==> src/logic/ibf_pkg.sv <==
// Constants for the bus address match and arbitration flag block
package ibf_pkg;

    // ------------------------------------------------------------
    // Register indices on the plain register port
    // ------------------------------------------------------------
    localparam logic [3:0] IBF_REG_STATUS = 4'h0;
    localparam logic [3:0] IBF_REG_ADDR1 = 4'h1;
    localparam logic [3:0] IBF_REG_ADDR2 = 4'h2;
    localparam logic [3:0] IBF_REG_CTRL = 4'h3;
    localparam logic [3:0] IBF_REG_DATA = 4'h4;
    localparam logic [3:0] IBF_REG_IRQ_STAT = 4'h5;
    localparam logic [3:0] IBF_REG_IRQ_MASK = 4'h6;

    // ------------------------------------------------------------
    // Field positions of bus_status_flags
    // ------------------------------------------------------------
    localparam int IBF_BIT_CTI = 5;
    localparam int IBF_BIT_SECOND_ADDR_MATCH_FLAG = 4;
    localparam int IBF_BIT_AL = 3;
    localparam int IBF_BIT_AAS = 2;
    localparam int IBF_BIT_ADZ = 1;

    // ------------------------------------------------------------
    // Address registers: address in [7:1], format select in [0]
    // ------------------------------------------------------------
    localparam int IBF_BIT_FMT = 0;

    // ------------------------------------------------------------
    // Control register fields
    // ------------------------------------------------------------
    localparam int IBF_BIT_MASTER = 0;
    localparam int IBF_BIT_TRANSMIT = 1;
    localparam int IBF_BIT_ALSEL = 2;

    // ------------------------------------------------------------
    // Interrupt status and mask fields
    // ------------------------------------------------------------
    localparam int IBF_IRQ_ADDR = 0;
    localparam int IBF_IRQ_AL = 1;
    localparam int IBF_IRQ_GC = 2;
    localparam int IBF_IRQ_CTI = 3;

    // ------------------------------------------------------------
    // Reset values and frame constants
    // ------------------------------------------------------------
    localparam logic [7:0] IBF_RST_BYTE = 8'h00;
    localparam logic [3:0] IBF_RST_IRQ = 4'h0;
    localparam logic [7:0] IBF_GEN_CALL = 8'h00;
    localparam logic [2:0] IBF_LAST_BIT = 3'h7;
    localparam logic IBF_LINE_IDLE = 1'b1;

endpackage : ibf_pkg

==> src/logic/ibf_sync.sv <==
// Two flip-flop synchroniser for pin inputs
`timescale 1ns/100ps
`default_nettype none
module ibf_sync
    import ibf_pkg::*;
(
    // Clock and reset
    input wire logic core_clk,
    input wire logic rst,
    // Asynchronous in, synchronous out
    input wire logic async_in,
    output logic sync_out
);
    logic meta_q;

    // Idle bus level at reset so no false edge is seen on release
    always_ff @(posedge core_clk) begin
        if (rst) begin
            meta_q <= IBF_LINE_IDLE;
            sync_out <= IBF_LINE_IDLE;
        end else begin
            meta_q <= async_in;
            sync_out <= meta_q;
        end
    end
endmodule : ibf_sync
`default_nettype wire

==> src/logic/ibf_flags.sv <==
// Address match, general call and arbitration lost flags of the bus interface
`timescale 1ns/100ps
`default_nettype none
module ibf_flags
    import ibf_pkg::*;
(
    // Clock and reset
    input wire logic core_clk,
    input wire logic rst,
    // Register port
    input wire logic [3:0] reg_addr,
    input wire logic [7:0] reg_wdata,
    input wire logic reg_wr,
    input wire logic reg_rd,
    output logic [7:0] reg_rdata,
    // Bus pins, asynchronous
    input wire logic scl_pin,
    input wire logic sda_pin,
    // Frame engine, same clock
    input wire logic int_scl,
    input wire logic int_sda,
    input wire logic start_cmd,
    input wire logic data_reg_empty_flag,
    input wire logic data_reg_full_flag,
    // Status out
    output logic second_addr_match_flag,
    output logic arbitration_lost_flag,
    output logic slave_addr_match_flag,
    output logic general_call_flag,
    output logic continuous_transfer_irq_flag,
    output logic irq
);

    // ------------------------------------------------------------
    // Pin synchronisers
    // ------------------------------------------------------------
    logic scl_s;
    logic sda_s;

    ibf_sync u_scl_sync (
        .core_clk(core_clk),
        .rst(rst),
        .async_in(scl_pin),
        .sync_out(scl_s)
    );

    ibf_sync u_sda_sync (
        .core_clk(core_clk),
        .rst(rst),
        .async_in(sda_pin),
        .sync_out(sda_s)
    );

    // ------------------------------------------------------------
    // Edge and start detection
    // ------------------------------------------------------------
    logic scl_prev_q;
    logic sda_prev_q;
    logic scl_rise;
    logic scl_fall;
    logic start_det;

    always_ff @(posedge core_clk) begin
        if (rst) begin
            scl_prev_q <= IBF_LINE_IDLE;
            sda_prev_q <= IBF_LINE_IDLE;
        end else begin
            scl_prev_q <= scl_s;
            sda_prev_q <= sda_s;
        end
    end

    assign scl_rise = scl_s & ~scl_prev_q;
    assign scl_fall = ~scl_s & scl_prev_q;
    assign start_det = scl_s & scl_prev_q & sda_prev_q & ~sda_s;

    // ------------------------------------------------------------
    // Software registers
    // ------------------------------------------------------------
    logic [7:0] first_address_register_q;
    logic [7:0] second_address_register_q;
    logic [7:0] ctrl_q;
    logic [7:0] bus_data_register_q;
    logic [3:0] irq_mask_q;
    logic master_mode;
    logic transmit_mode;
    logic alsel;
    logic fs;
    logic second_format_select;
    logic slave_rx;

    always_ff @(posedge core_clk) begin
        if (rst) begin
            first_address_register_q <= IBF_RST_BYTE;
            second_address_register_q <= IBF_RST_BYTE;
            ctrl_q <= IBF_RST_BYTE;
            bus_data_register_q <= IBF_RST_BYTE;
            irq_mask_q <= IBF_RST_IRQ;
        end else if (reg_wr) begin
            case (reg_addr)
                IBF_REG_ADDR1: first_address_register_q <= reg_wdata;
                IBF_REG_ADDR2: second_address_register_q <= reg_wdata;
                IBF_REG_CTRL: ctrl_q <= reg_wdata;
                IBF_REG_DATA: bus_data_register_q <= reg_wdata;
                IBF_REG_IRQ_MASK: irq_mask_q <= reg_wdata[3:0];
                default: ;
            endcase
        end
    end

    assign master_mode = ctrl_q[IBF_BIT_MASTER];
    assign transmit_mode = ctrl_q[IBF_BIT_TRANSMIT];
    assign alsel = ctrl_q[IBF_BIT_ALSEL];
    assign fs = first_address_register_q[IBF_BIT_FMT];
    assign second_format_select = second_address_register_q[IBF_BIT_FMT];
    assign slave_rx = ~master_mode & ~transmit_mode;

    // ------------------------------------------------------------
    // First frame capture after a start
    // ------------------------------------------------------------
    logic first_frame_q;
    logic [2:0] bit_cnt_q;
    logic [6:0] shift_q;
    logic [7:0] frame;
    logic frame_done;

    assign frame = {shift_q, sda_s};
    assign frame_done = first_frame_q & scl_rise & (bit_cnt_q == IBF_LAST_BIT);

    always_ff @(posedge core_clk) begin
        if (rst) begin
            first_frame_q <= 1'b0;
            bit_cnt_q <= 3'h0;
            shift_q <= 7'h00;
        end else if (start_det) begin
            first_frame_q <= 1'b1;
            bit_cnt_q <= 3'h0;
        end else if (first_frame_q && scl_rise) begin
            shift_q <= frame[6:0];
            bit_cnt_q <= bit_cnt_q + 3'h1;
            if (bit_cnt_q == IBF_LAST_BIT) begin
                first_frame_q <= 1'b0;
            end
        end
    end

    // ------------------------------------------------------------
    // Set conditions
    // ------------------------------------------------------------
    logic gen_call;
    logic match1;
    logic match2;
    logic set_second_addr_match_flag;
    logic set_aas;
    logic set_adz;
    logic set_al;
    logic set_cti;
    logic armed_q;
    logic empty_prev_q;
    logic full_prev_q;
    logic mst_tx;

    assign gen_call = (frame == IBF_GEN_CALL);
    assign match1 = (frame[7:1] == first_address_register_q[7:1]);
    assign match2 = (frame[7:1] == second_address_register_q[7:1]);
    assign mst_tx = master_mode & transmit_mode;

    assign set_second_addr_match_flag = frame_done & slave_rx & ~second_format_select & match2;
    assign set_aas = frame_done & slave_rx & ~fs & (match1 | gen_call);
    assign set_adz = frame_done & slave_rx & gen_call & (~fs | ~second_format_select);

    // Arm after a start command until our own data line goes low
    always_ff @(posedge core_clk) begin
        if (rst) begin
            armed_q <= 1'b0;
        end else if (start_cmd && mst_tx) begin
            armed_q <= 1'b1;
        end else if (!int_sda || !mst_tx) begin
            armed_q <= 1'b0;
        end
    end

    assign set_al = mst_tx & (
        (scl_rise & (int_sda != sda_s))
        | (~alsel & scl_fall & int_scl)
        | (alsel & armed_q & int_sda & ~sda_s));

    always_ff @(posedge core_clk) begin
        if (rst) begin
            empty_prev_q <= 1'b0;
            full_prev_q <= 1'b0;
        end else begin
            empty_prev_q <= data_reg_empty_flag;
            full_prev_q <= data_reg_full_flag;
        end
    end

    assign set_cti = ~master_mode & second_addr_match_flag
        & ((data_reg_empty_flag & ~empty_prev_q) | (data_reg_full_flag & ~full_prev_q));

    // ------------------------------------------------------------
    // Clear conditions
    // ------------------------------------------------------------
    logic [7:0] status_rd;
    logic [7:0] seen_q;
    logic [7:0] sw_clr;
    logic st_wr;
    logic st_rd;
    logic data_access;

    assign st_wr = reg_wr & (reg_addr == IBF_REG_STATUS);
    assign st_rd = reg_rd & (reg_addr == IBF_REG_STATUS);
    assign data_access = (reg_wr & (reg_addr == IBF_REG_DATA) & transmit_mode)
        | (reg_rd & (reg_addr == IBF_REG_DATA) & ~transmit_mode);

    assign status_rd = {2'b00, continuous_transfer_irq_flag, second_addr_match_flag,
        arbitration_lost_flag, slave_addr_match_flag, general_call_flag, 1'b0};

    // Clearing needs the bit read as one first; a blind zero write does nothing
    assign sw_clr = st_wr ? (~reg_wdata & seen_q) : 8'h00;

    always_ff @(posedge core_clk) begin
        if (rst) begin
            seen_q <= IBF_RST_BYTE;
        end else if (st_rd) begin
            seen_q <= status_rd;
        end else if (st_wr) begin
            seen_q <= IBF_RST_BYTE;
        end
    end

    // ------------------------------------------------------------
    // Flags: set wins over every clear in the same cycle
    // ------------------------------------------------------------
    always_ff @(posedge core_clk) begin
        if (rst) begin
            second_addr_match_flag <= 1'b0;
            arbitration_lost_flag <= 1'b0;
            slave_addr_match_flag <= 1'b0;
            general_call_flag <= 1'b0;
            continuous_transfer_irq_flag <= 1'b0;
        end else begin
            if (set_second_addr_match_flag) begin
                second_addr_match_flag <= 1'b1;
            end else if (sw_clr[IBF_BIT_SECOND_ADDR_MATCH_FLAG] || start_det || master_mode) begin
                second_addr_match_flag <= 1'b0;
            end
            if (set_al) begin
                arbitration_lost_flag <= 1'b1;
            end else if (sw_clr[IBF_BIT_AL] || data_access) begin
                arbitration_lost_flag <= 1'b0;
            end
            if (set_aas) begin
                slave_addr_match_flag <= 1'b1;
            end else if (sw_clr[IBF_BIT_AAS] || data_access || master_mode) begin
                slave_addr_match_flag <= 1'b0;
            end
            if (set_adz) begin
                general_call_flag <= 1'b1;
            end else if (sw_clr[IBF_BIT_ADZ] || data_access || master_mode) begin
                general_call_flag <= 1'b0;
            end
            if (set_cti) begin
                continuous_transfer_irq_flag <= 1'b1;
            end else if (sw_clr[IBF_BIT_CTI]) begin
                continuous_transfer_irq_flag <= 1'b0;
            end
        end
    end

    // ------------------------------------------------------------
    // Interrupt status, mask and output
    // ------------------------------------------------------------
    logic [3:0] irq_stat_q;
    logic [3:0] irq_evt;
    logic [3:0] irq_w1c;

    always_comb begin
        irq_evt = 4'h0;
        irq_evt[IBF_IRQ_ADDR] = set_aas | set_second_addr_match_flag;
        irq_evt[IBF_IRQ_AL] = set_al;
        irq_evt[IBF_IRQ_GC] = set_adz;
        irq_evt[IBF_IRQ_CTI] = set_cti;
    end

    assign irq_w1c = (reg_wr && reg_addr == IBF_REG_IRQ_STAT) ? reg_wdata[3:0] : 4'h0;

    always_ff @(posedge core_clk) begin
        if (rst) begin
            irq_stat_q <= IBF_RST_IRQ;
            irq <= 1'b0;
        end else begin
            irq_stat_q <= (irq_stat_q & ~irq_w1c) | irq_evt;
            // One cycle behind the status bits; keeps the output a plain flop
            irq <= |(irq_stat_q & irq_mask_q);
        end
    end

    // ------------------------------------------------------------
    // Read data, valid the cycle after the strobe
    // ------------------------------------------------------------
    always_ff @(posedge core_clk) begin
        if (rst) begin
            reg_rdata <= IBF_RST_BYTE;
        end else if (reg_rd) begin
            case (reg_addr)
                IBF_REG_STATUS: reg_rdata <= status_rd;
                IBF_REG_ADDR1: reg_rdata <= first_address_register_q;
                IBF_REG_ADDR2: reg_rdata <= second_address_register_q;
                IBF_REG_CTRL: reg_rdata <= ctrl_q;
                IBF_REG_DATA: reg_rdata <= bus_data_register_q;
                IBF_REG_IRQ_STAT: reg_rdata <= {4'h0, irq_stat_q};
                IBF_REG_IRQ_MASK: reg_rdata <= {4'h0, irq_mask_q};
                default: reg_rdata <= IBF_RST_BYTE;
            endcase
        end else begin
            reg_rdata <= IBF_RST_BYTE;
        end
    end
endmodule : ibf_flags
`default_nettype wire

==> config.mk <==
export PLATFORM = sky130hd
export DESIGN_NAME = ibf_flags
export DESIGN_NICKNAME = d
export VERILOG_FILES = /design/src/logic/ibf_pkg.sv /design/src/logic/ibf_sync.sv /design/src/logic/ibf_flags.sv
export SDC_FILE = /design/constraint.sdc
export NUM_CORES = 1
export LEC_CHECK = 0
export BUFFER_PORTS_ARGS = -buffer_cell sky130_fd_sc_hd__buf_2
export CORE_ASPECT_RATIO = 1.4
export CORE_MARGIN = 2
export CORE_UTILIZATION = 43
export CTS_BUF_LIST = sky130_fd_sc_hd__clkbuf_4 sky130_fd_sc_hd__clkbuf_8
export CTS_CLUSTER_DIAMETER = 120
export DETAILED_ROUTE_END_ITERATION = 10
export PLACE_DENSITY_LB_ADDON = 0.2
export SLEW_MARGIN = 20
export SYNTH_ARGS = -nofsm -noshare
export SYNTH_HDL_FRONTEND = slang
export SYNTH_SLANG_ARGS = --single-unit
==> constraint.sdc <==
create_clock -name core_clk -period 1.6 [get_ports core_clk]
set_clock_uncertainty 0.1 [all_clocks]
set_input_delay 0.16 -clock core_clk [delete_from_list [all_inputs] [get_ports core_clk]]
set_output_delay 0.16 -clock core_clk [all_outputs]
set_load 0.03 [all_outputs]
==> out/summary.txt, run 1 <==
Nets -> 474
H-tree depth -> 3
Crit. Startpoint -> bit_cnt_q[0]$_SDFFE_PP0P_
Endpoints failing setup -> 1
CTS tree -> done
Fmax -> 0.6241 GHz
Min cycle time layout -> 1.602 ns
Synth async-reset ratio -> 0%
DR vias/cell -> 5.347
Hold_ws -> 0.01452 ns
Power Dens Cells -> 925.4 nW/um2
Clock sinks -> 79
Setup ws final -> -0.002225 ns
CTS Buf Count -> 9
Relative slew slack -> 68.65%
Pleak -> 0.001728 uW
Area of the multi-input gates -> 1753 um2
Top FF cell, synth -> dfxtp_1
WL/cell -> 16.20 um
Area share of the leading cell type in the synthesized netlist -> 46.50%
Failing checks -> setup timing
Via count -> 2,962
Layout cells sized above 1 -> 25.55%
Critical Path Start Type -> register
Rows -> 38
Register area share after synthesis -> 46.50%
Hold path start -> reg_wdata[7]
Gr usage total -> 22.91%
FF-to-FF path depth -> 6
Setup crit end kind -> register
Status -> complete, but fails checks
Initial Util -> 44.15%
Reg clk slew, reported paths -> 0.08 ns
Mapped cell area -> 3401 um2
Max VDD drop -> 0.6742 mV
Top area cells in the synthesized netlist -> dfxtp_1 47%, mux2i_1 6.8%, nor2_1 6.4%
WHS Path Cells -> 3
CP required -> 1.79 ns
Routed WL -> 8974 um
Commonest cells in the netlist -> 79 x dfxtp_1, 58 x nor2_1, 40 x a21oi_1
CP max stage delay -> 0.43 ns
Least-Margin Pin Slew -> 0.4672 ns
Total grt overflow -> 0
DRT iter0 DRCs -> 208
Area leader, netlist -> dfxtp_1
Skew-Pair Late Insertion Delay -> 0.36 ns
Tcrit/Tclk final -> 100.1%
Max Cap Viol -> 0
Syn Nets -> 402
Final ANT Viol Nets -> 0
Worst hold path type -> input pin to register
CTS max path bufs -> 2
Top-count cell post-synth -> dfxtp_1
Yosys warns -> 0
Largest net degree at the start of global routing -> 37
Layout Area Growth over Synthesis -> 26.49%
CP arrival -> 1.79 ns
Cell mode on critical path -> ha_4
Placeable core area -> 7702 um2
CP Cell Sequence -> ha_4 > ha_4 > and4_4 > nand3_2 > or4_4 > a31oi_2
Pre-Repair DR Iteration Count -> 5
R2R Path Start -> bit_cnt_q[0]$_SDFFE_PP0P_
Syn_area_per_cell -> 9.021 um2
Final count of pins violating max slew -> 0
Vias in the first global route -> 2,959
Slowest cell on crit path -> or4_4
Diode count -> 0
Clk root buf -> clkbuf_8
DIE HEIGHT -> 109.2 um
Filler cells -> 727
Detailed-placement wirelength estimate -> 6691 um
Initial antenna violation count -> 0
First-pass GRT wire length -> 14,880 um
Critical Path Fanout Max -> 2
Reg area -> 1589 um2
Crit path kind -> register to register
# IOs -> 37
PortBufs -> 36
Post-synth EDFFs -> 0
Die area -> 8646 um2
Cell count after synthesis -> 377
Final Hold Fails -> 0
RSZ-0062 raised after global routing -> yes
Cell variety after synth -> 43
DIE WIDTH -> 79.16 um
Final Wtd Congestion -> 0.9258
Remaining DRCs -> 0
Final TNS setup -> -0.002225 ns
Register bit total from synthesis -> 79
[repair_timing]
item / 4_1_cts / 5_1_grt
hold buffers: 12 / 0
resized for setup: 14 / 3
setup endpoints to repair: 3 / 5
setup buffers: 0 / 2
hold endpoints to repair: 15 / 0
pin swaps: 1 / 2
[area by class of cell]
type / count / share of cell area (%)
Tap cell: 100 / 2.909
Inverter: 6 / 0.5236
Multi-Input combinational cell: 271 / 40.75
Timing Repair Buffer: 82 / 13.50
Clock inverter: 5 / 1.862
Clock buffer: 11 / 3.519
Sequential cell: 79 / 36.94
[power by group]
part	switching (uW)	internal (uW)	leakage (uW)
clock network	731	960	0.000112
registers	15.7	1990	0.000642
logic	161	125	0.000974
total	908	3070	0.00173
[logic make-up after synthesis]
kind of cell	share of synthesized area [%]
DFF	46.50
adders and majority gates	0.7357
buffers and inverters	3.458
and+or+nand+nor	21.38
muxes	11.07
xor gates and xnor gates	4.121
AOI/OAI and AO/OA	12.73
[state kept, by name, summed over array words and instances, names as in the netlist, 3 cells and up]
signal / cells
irq_stat_q: 4
irq_mask_q: 4
shift_q: 7
bit_cnt_q: 3
bus_data_register_q: 8
ctrl_q: 8
seen_q: 5
first_address_register_q: 8
second_address_register_q: 8
reg_rdata: 8
[metrics by stage]
stage          setup slack, ns  instances  util [%]  area [um2]  total power (uW)
6_report             -0.002225        554     55.85        4302              3981
3_5_place_dp          -0.04783        524     50.32        3876              2310
3_3_place_gp          0.001050        524     50.32        3876              2308
5_1_grt               -0.07641        554     55.85        4302              4117
2_1_floorplan         0.009503        377         -        3401              2193
4_1_cts               0.003305        552     55.54        4278              4012
[metal layers]
layer / GRT usage (%) / share of wire [%]
met5: 0 / 0
met4: 12.32 / 3.6
met3: 4.884 / 5.4
met2: 39.77 / 50
met1: 26.13 / 41
[worst max-delay path, delay by kind of cell (launching register included)]
kind                     cells  cell delay, ns
adder cells (fa/ha/maj)      2            0.26
flip-flops                   1            0.36
AND/OR/NAND/NOR              3            0.68
AO/OA/AOI/OAI                1            0.13
[path summary, 6_finish.rpt]
| kind | endpoint | slack, ns |
|---|---|---|
| worst max-delay path | irq_stat_q[0]$_SDFF_PP0_ | -0.002 |
| worst min-delay path | bus_data_register_q[7]$_SDFFE_PP0P_ | 0.01 |
| worst max register to register | irq_stat_q[0]$_SDFF_PP0_ | -0.002 |
| worst min register to register | u_scl_sync.sync_out$_SDFF_PP1_ | 0.32 |
[layout by cell type, fill, tap and decap left out, types with 12 or more instances in the layout]
cell type and n:
dfxtp_1 73, nor2_1 57, a21oi_1 39, buf_2 36
buf_4 32, nand3_1 30, nand2_1 29, mux2i_1 23
a22oi_1 13, dlygate4sd3_1 12
Note: power is estimated with default switching activity, not from simulation.
==> run 2, diff against run 1 <==
REMOVE_ABC_BUFFERS = 1   (was unset)
==> run 2 against run 1 <==
The flow still finishes with violations (setup timing). Die area stayed put. Via count is 2.0% higher. Hold slack worse by 0.0074 ns. Utilization is 1.0 points lower. Largest cell class unchanged.
==> out/summary.txt, run 2 (synthesis results as in run 1) <==
Status -> complete, but fails checks
Failing checks -> setup timing
Sequential Power Share -> 54.7% (+4.4 points)
Power share of the clock group -> 37.3% (-5.2 points)
Layout Area Growth over Synthesis -> 24.21%
Worst hold path type -> input pin to register
Final ANT Viol Nets -> 0 (unchanged)
Power Dens Cells -> 865.5 nW/um2 (-6.5%)
Most common cell after layout, fill and taps aside -> dfxtp_1
CTS max path bufs -> 2 (unchanged)
Pre-Repair DR Iteration Count -> 5 (unchanged)
Filler cells -> 744 (+2.3%)
Routed WL -> 9197 um (+2.5%)
Hold_ws -> 0.007118 ns (-0.007401 ns)
Fin util -> 54.84% (-1.0 points)
DIE HEIGHT -> 109.2 um (unchanged)
Switching Fraction -> 24.32% (+1.5 points)
Final Wtd Congestion -> 0.9127 (-1.4%)
Reg clk slew, reported paths -> 0.08 ns (about the same)
# IOs -> 37 (unchanged)
Least-Margin Pin Slew -> 0.3706 ns (-0.09655 ns)
Crit path kind -> register to register
Via count -> 3,021 (+2.0%)
First-pass GRT wire length -> 14,770 um (-0.74%)
Relative slew slack -> 75.13% (+6.5 points)
Layout cells sized above 1 -> 25.11% (-0.44 points)
Internal power -> 2767 uW (-10%)
Final TNS setup -> -0.02642 ns (-0.02420 ns)
Reg area -> 1592 um2 (+0.16%)
DIE WIDTH -> 79.16 um (unchanged)
Critical Path Start Type -> register
Combinational power share -> 8.0% (+0.8 points)
Largest net degree at the start of global routing -> 52 (+41%)
Psw -> 888.9 uW (-2.1%)
Endpoints failing setup -> 1 (unchanged)
Clock sinks -> 79 (unchanged)
Rows -> 38 (unchanged)
Remaining DRCs -> 0 (unchanged)
Nets -> 470 (-0.84%)
Area of the multi-input gates -> 1748 um2 (-0.29%)
Clk root buf -> clkbuf_8
CP arrival -> 1.82 ns (+0.03 ns)
Die area -> 8646 um2 (unchanged)
Commonest non-fill, non-tap cells in the layout -> 73 x dfxtp_1, 57 x nor2_1, 39 x a21oi_1
Non-filler cells, final -> 550 (-0.72%)
H-tree depth -> 3 (unchanged)
Initial antenna violation count -> 0 (unchanged)
WL/cell -> 16.72 um (+3.2%)
CTS Buf Count -> 9 (unchanged)
Max Cap Viol -> 0 (unchanged)
WHS Path Cells -> 3 (unchanged)
Placeable core area -> 7702 um2 (unchanged)
Vias in the first global route -> 2,934 (-0.84%)
RSZ-0062 raised after global routing -> yes
FF-to-FF path depth -> 6 (unchanged)
Placed Cells -> 522 (-0.38%)
DRT iter0 DRCs -> 204 (-1.9%)
CTS tree -> done
Tcrit/Tclk final -> 101.7% (+1.5 points)
Fmax -> 0.6148 GHz (-1.5%)
Skew-Pair Late Insertion Delay -> 0.36 ns (about the same)
Detailed-placement wirelength estimate -> 6646 um (-0.67%)
PortBufs -> 36 (unchanged)
Diode count -> 0 (unchanged)
DR vias/cell -> 5.493 (+2.7%)
Pleak -> 0.001699 uW (-1.7%)
CP required -> 1.79 ns (about the same)
Initial Util -> 44.15% (unchanged)
Min cycle time layout -> 1.626 ns (+0.02420 ns)
Total grt overflow -> 0 (unchanged)
Setup ws final -> -0.02642 ns (-0.02420 ns)
Critical Path Fanout Max -> 2 (unchanged)
Gr usage total -> 22.83% (-0.084 points)
Final count of pins violating max slew -> 0 (unchanged)
Final Hold Fails -> 0 (unchanged)
Setup crit end kind -> register
Max VDD drop -> 0.3765 mV (-44%)
-- run 2: cell count changes in the layout (fill, tap and decap cells not counted), sizes merged --
cell / delta
clkbuf: +1
dlygate4sd3: -2
clkinv: +3
clkinvlp: -2
bufinv: -2
buf: -2
-- run 2: power groups by stage --
| stage | registers, uW | logic, uW | clock network [uW] |
|---|---|---|---|
| 6_report | 2000 | 292 | 1360 |
| 5_1_grt | 2000 | 316 | 1490 |
| 4_1_cts | 2000 | 288 | 1390 |
| 3_5_place_dp | 2050 | 267 | 0 |
| 3_3_place_gp | 2050 | 265 | 0 |
| 2_1_floorplan | 2050 | 96.0 | 0 |
-- run 2: worst paths after layout --
| kind | from | to | slack [ns] |
|---|---|---|---|
| setup reg to reg | bit_cnt_q[0]$_SDFFE_PP0P_ | irq_stat_q[0]$_SDFF_PP0_ | -0.03 |
| hold reg to reg | u_sda_sync.meta_q$_SDFF_PP1_ | u_sda_sync.sync_out$_SDFF_PP1_ | 0.32 |
| hold / removal | reg_wdata[5] | bus_data_register_q[5]$_SDFFE_PP0P_ | 0.007 |
| setup / recovery | bit_cnt_q[0]$_SDFFE_PP0P_ | irq_stat_q[0]$_SDFF_PP0_ | -0.03 |
-- run 2: metrics by stage --
stage / power [uW] / worst slack (ns) / area (um2)
finish: 3656 / -0.02642 / 4224
global placement: 2312 / -0.01380 / 3874
global route: 3805 / -0.06563 / 4224
detailed placement: 2315 / -0.05062 / 3874
CTS: 3680 / -0.02132 / 4172
floorplan: 2145 / -0.09880 / 3306
-- run 2: final cells by class --
type | instances | share of cell area (%)
inverters | 6 | 0.5332
well taps | 100 | 2.962
multi-input cells | 271 | 41.38
clock buffers | 12 | 3.762
flip-flops and latches | 79 | 37.68
repair buffers | 78 | 13.21
clock inverters | 4 | 0.4739
-- run 2: repair_timing --
item,4_1_cts,5_1_grt
pin swaps,1,5
endpoints found under the hold margin,18,0
hold buffers,10,0
resized for setup,6,11
endpoints found under the setup margin,3,5
buffers inserted,1,1
-- run 2: worst max-delay path, stage by stage (launching register included) --
cell and delay (ns):
dfxtp_2 0.37, ha_4 0.15, ha_4 0.12, and4_4 0.20, nand3_1 0.06, or4_4 0.43
a31oi_2 0.13
-- run 2: metal layers --
metal / vias up / wire [um] / global-route usage, %
met2: 94 / 4837 / 40.07
met4: 0 / 274 / 12.81
li1: 1457 / - / -
met3: 18 / 335 / 3.146
met1: 1452 / 3750 / 26.51
met5: - / 0 / 0
==> run 3, diff against run 2 <==
BUFFER_PORTS_ARGS = unset   (was -buffer_cell sky130_fd_sc_hd__buf_2)
DONT_BUFFER_PORTS = 1   (was unset)
PLACE_DENSITY_LB_ADDON = 0.08   (was 0.2)
==> run 3 against run 2 <==
The run now ends clean. Critical endpoint unchanged. Critical path depth is the same. Global-route usage is 0.84 points higher. Power down 2.1%. Highest routed layer unchanged. Sequential share of layout area up 0.40 points. Maximum frequency increased by 1.7%. Final area decreased by 1.2%. Routed wire length is 3.5% higher.
==> out/summary.txt, run 3 (synthesis results as in run 1) <==
R2R Path Start -> bit_cnt_q[0]$_SDFFE_PP0P_
Critical Path Fanout Max -> 2 (unchanged)
CP arrival -> 1.78 ns (-0.04 ns)
Initial Util -> 44.15% (unchanged)
CP required -> 1.78 ns (about the same)
Remaining DRCs -> 0 (unchanged)
WHS Path Cells -> 2 (-1)
Worst hold path type -> input pin to register
Setup ws final -> 0.0007372 ns (+0.02716 ns)
Rows -> 38 (unchanged)
Via count -> 2,879 (-4.7%)
Skew-Pair Late Insertion Delay -> 0.35 ns (about the same)
Non-filler cells, final -> 526 (-4.4%)
RSZ-0062 raised after global routing -> yes
CTS Buf Count -> 9 (unchanged)
Initial antenna violation count -> 0 (unchanged)
Cell mode on critical path -> ha_4
Least-Margin Pin Slew -> 0.4554 ns (+0.08478 ns)
PortBufs -> 0 (-100%)
Crit. Startpoint -> bit_cnt_q[0]$_SDFFE_PP0P_
Relative slew slack -> 69.55% (-5.6 points)
Final TNS setup -> 0 ns (+0.02642 ns)
DR vias/cell -> 5.473 (-0.35%)
FF-to-FF path depth -> 6 (unchanged)
Crit path kind -> register to register
Nets -> 448 (-4.7%)
Clk root buf -> clkbuf_8
Worst Hold End -> reg_rdata[0]$_SDFF_PP0_
Final count of pins violating max slew -> 0 (unchanged)
Setup crit end kind -> register
H-tree depth -> 3 (unchanged)
CP max stage delay -> 0.43 ns (about the same)
Critical Path Start Type -> register
Final Wtd Congestion -> 0.9230 (+1.1%)
CTS tree -> done
Pleak -> 0.001595 uW (-6.1%)
Placeable core area -> 7702 um2 (unchanged)
Slowest cell on crit path -> or4_4
Power Dens Cells -> 858.1 nW/um2 (-0.85%)
Reg2Reg Setup Slack -> 0.0007 ns (+0.03 ns)
Final ANT Viol Nets -> 0 (unchanged)
Worst Path Buf+Inv -> 0 (unchanged)
CTS max path bufs -> 2 (unchanged)
Vias in the first global route -> 2,896 (-1.3%)
Clock sinks -> 79 (unchanged)
Filler cells -> 745 (+0.13%)
First-pass GRT wire length -> 15,090 um (+2.2%)
Die area -> 8646 um2 (unchanged)
Fmax -> 0.6253 GHz (+1.7%)
Diode count -> 0 (unchanged)
Routed WL -> 9520 um (+3.5%)
Min cycle time layout -> 1.599 ns (-0.02716 ns)
Endpoints failing setup -> 0 (-1)
Placed Cells -> 482 (-7.7%)
Most common cell after layout, fill and taps aside -> dfxtp_1
Layout Area Growth over Synthesis -> 22.70%
Detailed-placement wirelength estimate -> 6367 um (-4.2%)
Hold path start -> reg_addr[1]
DIE HEIGHT -> 109.2 um (unchanged)
Largest net degree at the start of global routing -> 64 (+23%)
Largest delay share family, worst path -> simple AND/OR/NAND/NOR gates
Tcrit/Tclk final -> 99.95% (-1.7 points)
Pre-Repair DR Iteration Count -> 4 (-1)
Status -> completed
Setup WS pre-CTS -> -0.04326 ns (+0.007359 ns)
DIE WIDTH -> 79.16 um (unchanged)
Final Hold Fails -> 0 (unchanged)
Max VDD drop -> 0.4869 mV (+29%)
Gr usage total -> 23.67% (+0.84 points)
Layout cells sized above 1 -> 17.14% (-8.0 points)
CP Cell Sequence -> ha_4 > ha_4 > and4_4 > nand3_2 > or4_4 > a31oi_2
Commonest non-fill, non-tap cells in the layout -> 73 x dfxtp_1, 57 x nor2_1, 40 x a21oi_1
Worst flop-to-flop path endpoint -> irq_stat_q[0]$_SDFF_PP0_
DRT iter0 DRCs -> 267 (+31%)
Reg clk slew, reported paths -> 0.08 ns (about the same)
WL/cell -> 18.10 um (+8.2%)
# IOs -> 37 (unchanged)
Fin util -> 54.17% (-0.67 points)
Total grt overflow -> 0 (unchanged)
Tot Pwr -> 3581 uW (-2.1%)
Max Cap Viol -> 0 (unchanged)
## run 3: cell types whose count changed in the layout (fill, tap and decap cells not counted), moves of 2 or more
cell           before  now
buf_2              36    0
dlygate4sd3_1      10   28
buf_12              3    0
clkinv_2            4    1
buf_4              29   27
## run 3: through the flow
step	hold slack (ns)	instance area, um2
after floorplan	0.1256	3306
after global placement	0.1390	3626
after detailed placement	0.1368	3626
after CTS	0.008728	4115
after global routing	0.03267	4173
final	0.01778	4173
## run 3: where the power goes
part / switching, uW / total [uW] / internal (uW)
sequential: 17.4 / 2010 / 1990
combinational: 120 / 231 / 111
clock: 679 / 1340 / 665
total: 817 / 3580 / 2760
## run 3: final cells by class
cell class                      instances  area, um2  share of cell area [%]
Inverter                                6      22.52                  0.5397
Timing Repair Buffer                   56      510.5                   12.23
Clock inverter                          1      5.005                  0.1199
Tap cell                              100      125.1                   2.999
Multi-Input combinational cell        271       1754                   42.04
Sequential cell                        79       1589                   38.08
Clock buffer                           13      166.4                   3.988
## run 3: how the worst max path moves through the flow
stage                               endpoint  slack (ns)  depth (start not counted)
finish              irq_stat_q[0]$_SDFF_PP0_      0.0007                          6
global route        irq_stat_q[0]$_SDFF_PP0_       -0.07                          6
CTS                 irq_stat_q[0]$_SDFF_PP0_       -0.02                          6
detailed placement  irq_stat_q[0]$_SDFF_PP0_       -0.04                          6
global placement    irq_stat_q[0]$_SDFF_PP0_      -0.007                          6
floorplan           irq_stat_q[0]$_SDFF_PP0_        -0.1                          5
## run 3: repair_timing
item                                    CTS  global route
hold buffers                             29             0
pin swaps                                 1             5
buffers inserted                          1             0
endpoints found under the setup margin    2             9
resized for setup                         2            16
hold endpoints to repair                 76             0
## run 3: layer usage
layer | GRT usage (%) | wire (um) | vias up
li1 | - | - | 1417
met4 | 13.79 | 357 | 0
met1 | 26.83 | 3990 | 1360
met5 | 0 | 0 | -
met2 | 41.34 | 4696 | 78
met3 | 4.222 | 475 | 24
